[config.mk]
export PLATFORM = sky130hd
export DESIGN_NAME = bsr_core
export DESIGN_NICKNAME = d
export VERILOG_FILES = /design/src/bsr_core.v
export VERILOG_INCLUDE_DIRS = /design/src
export SDC_FILE = /design/constraint.sdc
export NUM_CORES = 1
export LEC_CHECK = 0
export BUFFER_PORTS_ARGS = -buffer_cell sky130_fd_sc_hd__buf_4
export CAP_MARGIN = 40
export CORE_MARGIN = 4
export CORE_UTILIZATION = 25
export CTS_BUF_LIST = sky130_fd_sc_hd__clkbuf_2 sky130_fd_sc_hd__clkbuf_4 sky130_fd_sc_hd__clkbuf_8
export DETAILED_ROUTE_END_ITERATION = 10
export GPL_ROUTABILITY_DRIVEN = 1
export GPL_TIMING_DRIVEN = 0
export PLACE_DENSITY = 0.49
export SETUP_SLACK_MARGIN = 0.05
export SLEW_MARGIN = 0
export SYNTH_ARGS = -nofsm -noshare
export SYNTH_HDL_FRONTEND = slang
export SYNTH_SLANG_ARGS = --single-unit
[constraint.sdc]
create_clock -name sys_clk_i -period 6.5 [get_ports sys_clk_i]
set_input_delay 0.975 -clock sys_clk_i [delete_from_list [all_inputs] [get_ports sys_clk_i]]
set_output_delay 0.975 -clock sys_clk_i [all_outputs]
set_load 0.005 [all_outputs]
[src/bsr_regs.vh]
// constants for the four-stage bidirectional shift register
// assumes inclusion by bsr_core.v only; definitions, no logic
`ifndef BSR_REGS_VH
`define BSR_REGS_VH

// stage word width and reset value
`define BSR_WIDTH 4
`define BSR_STAGE_RST 4'h0

// snapshot fifo shape
`define BSR_FIFO_DEPTH 8
`define BSR_FIFO_AW 3

// input synchroniser reset levels
`define BSR_SYNC_RST 1'b0
`define BSR_PAR_SYNC_RST 4'h0

// mode encodings
`define BSR_MODE_RIGHT 1'b0
`define BSR_MODE_LOAD 1'b1

`endif

[src/bsr_core.v]
// four-stage shift register with right shift, parallel load and a snapshot fifo
// assumes all pin inputs are asynchronous to sys_clk_i and change slowly
// against the 50 ns system clock; no software registers are reached
//
// Contract
// - both clock pins act only on their falling transition
// - mode high, load clock falling: parallel inputs captured into stages in order
// - mode low, right clock falling: serial into stage one, others shift on
// - inactive mode's clock and data inputs are ignored
// - stages hold on steady clocks and on any mode change
`timescale 1ns/10ps
`include "bsr_regs.vh"

// ****************************************************************
// snapshot fifo
// ****************************************************************
module bsr_fifo #(
    parameter WIDTH = 4,
    parameter DEPTH = 8,
    parameter AW = 3
)
(
    // clock and reset
    input wire sys_clk_i,
    input wire rstn_i,
    // fill side
    input wire in_valid_i,
    output wire in_ready_o,
    input wire [WIDTH-1:0] in_data_i,
    // drain side
    output wire out_valid_o,
    input wire out_ready_i,
    output wire [WIDTH-1:0] out_data_o
);
    reg [WIDTH-1:0] mem [0:DEPTH-1];
    reg [AW-1:0] wr_ptr_reg;
    reg [AW-1:0] rd_ptr_reg;
    reg [AW:0] count_reg;
    wire push;
    wire pop;

    assign in_ready_o = (count_reg != DEPTH[AW:0]);
    assign out_valid_o = (count_reg != {(AW+1){1'b0}});
    assign out_data_o = mem[rd_ptr_reg];
    assign push = in_valid_i & in_ready_o;
    assign pop = out_valid_o & out_ready_i;

    // storage has no reset; it is only read while count is nonzero
    always @(posedge sys_clk_i)
    begin
        if (push)
        begin
            mem[wr_ptr_reg] <= in_data_i;
        end
    end

    always @(posedge sys_clk_i or negedge rstn_i)
    begin
        if (!rstn_i)
        begin
            wr_ptr_reg <= {AW{1'b0}};
            rd_ptr_reg <= {AW{1'b0}};
            count_reg <= {(AW+1){1'b0}};
        end
        else
        begin
            if (push)
            begin
                wr_ptr_reg <= (wr_ptr_reg == DEPTH[AW-1:0] - 1'b1) ? {AW{1'b0}}
                    : wr_ptr_reg + 1'b1;
            end
            if (pop)
            begin
                rd_ptr_reg <= (rd_ptr_reg == DEPTH[AW-1:0] - 1'b1) ? {AW{1'b0}}
                    : rd_ptr_reg + 1'b1;
            end
            if (push && !pop)
            begin
                count_reg <= count_reg + 1'b1;
            end
            else if (pop && !push)
            begin
                count_reg <= count_reg - 1'b1;
            end
        end
    end
endmodule // bsr_fifo

// ****************************************************************
// shift register core
// ****************************************************************
module bsr_core
(
    // clock and reset
    input wire sys_clk_i,
    input wire rstn_i,
    // pins from outside logic
    input wire mode_i,
    input wire right_clk_i,
    input wire load_clk_i,
    input wire serial_i,
    input wire [3:0] par_i,
    // stage outputs
    output wire stage1_out_o,
    output wire stage2_out_o,
    output wire stage3_out_o,
    output wire stage4_out_o,
    // snapshot stream, one word per stage update while the fifo has room
    output wire snap_valid_o,
    input wire snap_ready_i,
    output wire [3:0] snap_data_o,
    output wire snap_room_o
);
    // ****************************************************************
    // input synchronisers
    // ****************************************************************
    reg mode_s1_reg;
    reg mode_s2_reg;
    reg rclk_s1_reg;
    reg rclk_s2_reg;
    reg rclk_s3_reg;
    reg lclk_s1_reg;
    reg lclk_s2_reg;
    reg lclk_s3_reg;
    reg ser_s1_reg;
    reg ser_s2_reg;
    reg [3:0] par_s1_reg;
    reg [3:0] par_s2_reg;
    reg [3:0] stage_reg;
    reg [3:0] stage_next;
    reg update_next;
    wire rclk_fall;
    wire lclk_fall;
    wire fifo_room;

    // edge detect reads only the second and third flops, never the first
    always @(posedge sys_clk_i or negedge rstn_i)
    begin
        if (!rstn_i)
        begin
            mode_s1_reg <= `BSR_SYNC_RST;
            mode_s2_reg <= `BSR_SYNC_RST;
            rclk_s1_reg <= `BSR_SYNC_RST;
            rclk_s2_reg <= `BSR_SYNC_RST;
            rclk_s3_reg <= `BSR_SYNC_RST;
            lclk_s1_reg <= `BSR_SYNC_RST;
            lclk_s2_reg <= `BSR_SYNC_RST;
            lclk_s3_reg <= `BSR_SYNC_RST;
            ser_s1_reg <= `BSR_SYNC_RST;
            ser_s2_reg <= `BSR_SYNC_RST;
            par_s1_reg <= `BSR_PAR_SYNC_RST;
            par_s2_reg <= `BSR_PAR_SYNC_RST;
        end
        else
        begin
            mode_s1_reg <= mode_i;
            mode_s2_reg <= mode_s1_reg;
            rclk_s1_reg <= right_clk_i;
            rclk_s2_reg <= rclk_s1_reg;
            rclk_s3_reg <= rclk_s2_reg;
            lclk_s1_reg <= load_clk_i;
            lclk_s2_reg <= lclk_s1_reg;
            lclk_s3_reg <= lclk_s2_reg;
            ser_s1_reg <= serial_i;
            ser_s2_reg <= ser_s1_reg;
            par_s1_reg <= par_i;
            par_s2_reg <= par_s1_reg;
        end
    end

    // ****************************************************************
    // stage update
    // ****************************************************************
    // rising edges and steady levels produce no event at all
    assign rclk_fall = rclk_s3_reg & ~rclk_s2_reg;
    assign lclk_fall = lclk_s3_reg & ~lclk_s2_reg;

    // mode is only a selector; its own edges never start an update
    always @*
    begin
        stage_next = stage_reg;
        update_next = 1'b0;
        if (mode_s2_reg == `BSR_MODE_LOAD)
        begin
            // right clock and serial input are not looked at here
            if (lclk_fall)
            begin
                // with outside feedback wiring this is the left shift
                stage_next = par_s2_reg;
                update_next = 1'b1;
            end
        end
        else
        begin
            // load clock and parallel inputs are not looked at here
            if (rclk_fall)
            begin
                stage_next = {stage_reg[2:0], ser_s2_reg};
                update_next = 1'b1;
            end
        end
    end

    // bit 0 is stage one; the right shift moves bit n into bit n+1
    always @(posedge sys_clk_i or negedge rstn_i)
    begin
        if (!rstn_i)
        begin
            stage_reg <= `BSR_STAGE_RST;
        end
        else
        begin
            stage_reg <= stage_next;
        end
    end

    assign stage1_out_o = stage_reg[0];
    assign stage2_out_o = stage_reg[1];
    assign stage3_out_o = stage_reg[2];
    assign stage4_out_o = stage_reg[3];

    // ****************************************************************
    // snapshot buffer
    // ****************************************************************
    // the pins cannot be stalled, so a full fifo drops the snapshot while
    // the stages still update; snap_room_o lets the consumer see this
    bsr_fifo #(
        .WIDTH(`BSR_WIDTH),
        .DEPTH(`BSR_FIFO_DEPTH),
        .AW(`BSR_FIFO_AW)
    ) u_fifo (
        .sys_clk_i(sys_clk_i),
        .rstn_i(rstn_i),
        .in_valid_i(update_next),
        .in_ready_o(fifo_room),
        .in_data_i(stage_next),
        .out_valid_o(snap_valid_o),
        .out_ready_i(snap_ready_i),
        .out_data_o(snap_data_o)
    );

    assign snap_room_o = fifo_room;
endmodule // bsr_core

After elaboration in Yosys (flattened, before gate mapping)
Memories as Yosys holds them, arrays and structs flattened.
Index checks and enable logic that the tools add are counted.
- flip-flop bits (word level): 32
- memory bits (writable): 32
- input bits: 11
- output and inout bits: 10
- logic and storage cells: 48
- memories: 1
- add/subtract/negate cells: 4
- eq/ne operators: 3
- mux-type cells: 12
- bitwise logic cells: 6
- reductions and logical operators: 6
- memories (name ; words ; width ; read ports ; clocked after Yosys merged registers in ; write ports ; RTL line ; text):
    u_fifo.mem ; 8 ; 4 ; 1 ; 0 ; 1 ; bsr_core.v:35 ; reg [WIDTH-1:0] mem [0:DEPTH-1];
- operator list (kind ; count):
    $mux 4 ; 5
    $add 3x1->3 const B ; 2
    $eq 3x3->1 const B ; 2
    $mux 3 ; 2
    $mux 1 ; 5
    $add 4x1->4 const B ; 1
    $and 1x1->1 ; 4
    $ne 4x4->1 const B ; 1
    $reduce_bool 4->1 ; 1
    $sub 4x1->4 const B ; 1
    $logic_and 1x1->1 ; 2
    $logic_not 1->1 ; 2
    $not 1->1 ; 2
    $reduce_bool 2->1 ; 1

Logic depth before layout (Yosys ltp)
- depth in word-level cells: 9
- mapped depth: 10
- gate-level depth less buffers: 9

By module
A second synthesis with hierarchy kept.
- cell total of the unflattened synthesis: 152
- area, all modules: 2607.5 sq um
- by module, submodules not included (module ; times used ; cells an instance ; area each (sq um) ; sequential area each (sq um)):
    bsr_fifo ; 1 ; 110 ; 1898.1 ; 1211.2
    bsr_core ; 1 ; 42 ; 709.4 ; 550.5

Least setup slack after synthesis
No wires, ideal clock.
- path kind: reg-to-reg
- start point: register u_fifo.count_reg[0]
- end point: register u_fifo.count_reg[3]
- library setup time: 131 ps
- arrival: 2425 ps
- required time: 6369 ps
- path slack: 3944 ps
- cell stages (with the launch flop): 10
- buffers on the path: 0
- clock period less this slack: 2556 ps
- cells stage by stage: dfrtp_1 -> or4b_4 -> o21ai_4 -> inv_1 -> ha_1 -> inv_1 -> ha_1 -> or4_1 -> o211ai_1 -> o211ai_1
- cells in the longest elaborated chain, start to end: 5
- elaborated cells between the ends (all ways): 13
- classes of those cells: 2 x add/sub; 1 x eq/ne; 2 x mux; 2 x bitwise; 6 x reduce/logical
- RTL lines (element ; RTL line ; text):
    from (decl) ; bsr_core.v:38 ; reg [AW:0] count_reg;
    from (signal assigned) ; bsr_core.v:63 ; count_reg <= {(AW+1){1'b0}};
    from (signal assigned) ; bsr_core.v:79 ; count_reg <= count_reg + 1'b1;
    from (signal assigned) ; bsr_core.v:83 ; count_reg <= count_reg - 1'b1;
    $ne 4x4->1 (*) ; bsr_core.v:42 ; assign in_ready_o = (count_reg != DEPTH[AW:0]);
    via snap_room_o ; bsr_core.v:112 ; output wire snap_room_o
    $and 1x1->1 (*) ; bsr_core.v:45 ; assign push = in_valid_i & in_ready_o;
    via u_fifo.push ; bsr_core.v:39 ; wire push;
    $logic_not 1->1 ; bsr_core.v:81 ; else if (pop && !push)
    $logic_and 1x1->1 ; bsr_core.v:81 ;
    $reduce_bool 2->1 (no source line) ; -- ;
Mark *: on every way through the listed nets, which the timed path passes. The rest lies on a longest branch. The select of a mux whose other input is x is not followed.
A chain may end at the register's enable or synchronous reset.

Final worst setup path
- start point: register u_fifo.rd_ptr_reg[0]
- end point: output snap_data_o[1]
- cells in the longest elaborated chain, start to end: 1
- RTL lines (element ; RTL line ; text):
    from (decl) ; bsr_core.v:37 ; reg [AW-1:0] rd_ptr_reg;
    from (signal assigned) ; bsr_core.v:62 ; rd_ptr_reg <= {AW{1'b0}};
    from (signal assigned) ; bsr_core.v:74 ; rd_ptr_reg <= (rd_ptr_reg == DEPTH[AW-1:0] - 1'b1) ? {AW{1'b0}}
    $mem_v2 8x4 ; -- ;
    to (decl) ; bsr_core.v:111 ; output wire [3:0] snap_data_o,
Every way passes these cells.

==> qor.txt <==
Vias in the first global route -> 1425
Min-Delay Path Class -> reg -> reg
Pwr/cell area -> 409 nW/um^2
Critical Path AT -> 2010 ps
Post-CTS Setup Inserts -> 0
CP Data Required Time -> 5520 ps
Total die area -> 12000 um^2
Status -> completed
Final Hold Violating Endpoints -> 0
PostCTS Resize Cnt -> 0
Seq/Total Area, Yosys -> 68.6%
Yosys top cell by area -> edfxtp_1
Largest net degree at the start of global routing -> 33
Largest register FFs -> 32
Startpoint class of the critical path -> register
Total track usage -> 8.83%
Fraction of layout cells with a size suffix above 1 -> 34.2%
Relative slew slack -> 49.0%
Drc violations -> 0
GPL Wtd Cong -> 0.735
First-pass GRT wire length -> 7.56 mm
Multi-input gate area -> 782 um^2
Detailed Route Iter0 Violations -> 36
Fmax achieved -> 336 MHz
Largest Register -> u_fifo.mem
Detail Placement HPWL -> 3.09 mm
Die width -> 109 um
Clock Path Buffers -> 2
Top post-synthesis cells by count -> dfrtp_1 (32), edfxtp_1 (32), mux2_2 (8), mux4_2 (8)
Starting Density -> 25.9%
FILL cells -> 997
Site row count -> 36
CTS buffer count -> 9
Clk_skew -> 9.70 ps
First-pass iteration count of the detailed router -> 3
Leak -> 1.19 nW
DR WL/cell -> 14.1 um
CP endpoint kind -> primary output
Die Y-Extent -> 109 um
Period minus WS final -> 2980 ps
Core Region -> 9910 um^2
RSZ-0062 raised after global routing -> false
Vias -> 1311
Max cap viols -> 0
Worst Reg-to-Reg Cells -> 9
Post-synthesis register bit count -> 64
Final Max Tran Viols -> 0
Crit Path Category -> reg -> out
Power Total -> 1.27 mW
Clk pin slew, worst setup/hold paths -> 70 ps
H-tree level count -> 3
Tcrit/Tclk final -> 45.8%
DR vias/cell -> 4.14
Top FF cell, synth -> edfxtp_1
Grt ovf -> 0
Final setup violation count -> 0
Netlist cell types -> 34
Routed WL -> 4.48 mm
R2R Setup Slk -> 3680 ps
Storage cell area -> 1760 um^2
Critical Path End -> snap_data_o[1]
Reg-to-Reg End -> u_fifo.count_reg[3]
Mapped cell area -> 2570 um^2
CTS sink count -> 64
CP Max Fanout -> 10
Critical Path Source -> u_fifo.rd_ptr_reg[0]
IO Port Bufs -> 20
Root Buffer -> clkbuf_8
Initial antenna violation count -> 0
YS warnings -> 0
CTS tree -> done
Nets@finish -> 198
Diode count -> 0
Syn avg cell area -> 17.5 um^2
Area Overhead vs Synth -> 20.5%
R2R Path Start -> u_fifo.count_reg[0]
Top cell type's share of synthesized area -> 37.4%
Tightest Pin Transition -> 744 ps
Synth area leaders -> edfxtp_1 (37%), dfrtp_1 (31%), mux4_2 (7.0%)
Post-Synthesis Cells -> 147
Antenna viol nets, final -> 0
Post-synth EDFFs -> 32
Worst IR Drop VDD -> 0.000160 V
Num ports -> 21
Setup tns final -> 0 ps
Clk_lat worst skew -> 340 ps
Post-synth ARST share -> 50.0%
Post-Syn Nets -> 166
Post-CTS Hold Fix Bufs -> 0
[layout by cell type, fill, tap and decap left out, types with 5 or more instances in the layout]
cell / netlist / final
ha_1: 7 / 7
nor2_1: 6 / 6
nor3_1: 5 / 5
dfrtp_1: 32 / 32
buf_4: 0 / 20
mux4_2: 8 / 8
mux2_2: 8 / 8
edfxtp_1: 32 / 32
clkbuf_8: 0 / 13
mux2i_1: 7 / 7
[how the worst min path moves through the flow]
stage / from / to / slack [ps] / cells after the start
after floorplan: lclk_s1_reg / lclk_s2_reg / 330 / 0
after global routing: par_s1_reg[1] / par_s2_reg[1] / 360 / 0
after global placement: mode_s1_reg / mode_s2_reg / 340 / 0
final: par_s1_reg[3] / par_s2_reg[3] / 340 / 0
after CTS: par_s1_reg[3] / par_s2_reg[3] / 350 / 0
after detailed placement: lclk_s1_reg / lclk_s2_reg / 340 / 0
[metal layers]
layer	up-vias	part of all wire, %	GRT usage, %
li1	625	-	-
met1	656	48	11.4
met2	21	46	12.7
met3	9	4.1	2.70
met4	0	2.2	5.88
met5	-	0	0
[report_power, final]
| part | switching (mW) | total (mW) | internal (mW) |
|---|---|---|---|
| Clock | 0.147 | 0.331 | 0.184 |
| Sequential | 0.0599 | 0.561 | 0.501 |
| Combinational | 0.166 | 0.373 | 0.207 |
[area by class of cell]
cell class	count	area share, %
Buffer	4	0.566
Tap cell	133	5.38
Clock inverter	2	0.404
Timing Repair Buffer	21	5.21
Clock buffer	14	6.02
Inverter	2	0.243
Multi-Input combinational cell	77	25.3
Sequential cell	64	56.9
[worst max-delay path, cell delays in order (launching register included)]
cell and delay (ps):
dfrtp_1 350, buf_2 310, mux4_2 570, mux2_2 290, buf_4 140
[cells by family after synthesis]
| family | after synthesis | synth area share, % |
|---|---|---|
| flops | 64 | 68.6 |
| simple gates | 29 | 6.77 |
| mux | 26 | 15.0 |
| compound gates | 12 | 3.80 |
| fa+ha+maj | 8 | 4.19 |
| buf+inv | 6 | 0.974 |
| xor+xnor | 2 | 0.682 |
[stage by stage]
step | hold slack [ps] | worst slack [ps] | area [um^2] | util [%] | std cells
after global routing | 355 | 3400 | 3100 | 31.2 | 317
after global placement | 336 | 3730 | 2890 | 29.1 | 300
final | 343 | 3520 | 3100 | 31.2 | 317
after detailed placement | 336 | 3710 | 2900 | 29.2 | 301
after CTS | 349 | 3460 | 3100 | 31.2 | 317
after floorplan | 331 | 3940 | 2570 | - | 147
(Power assumes the default switching activity.)
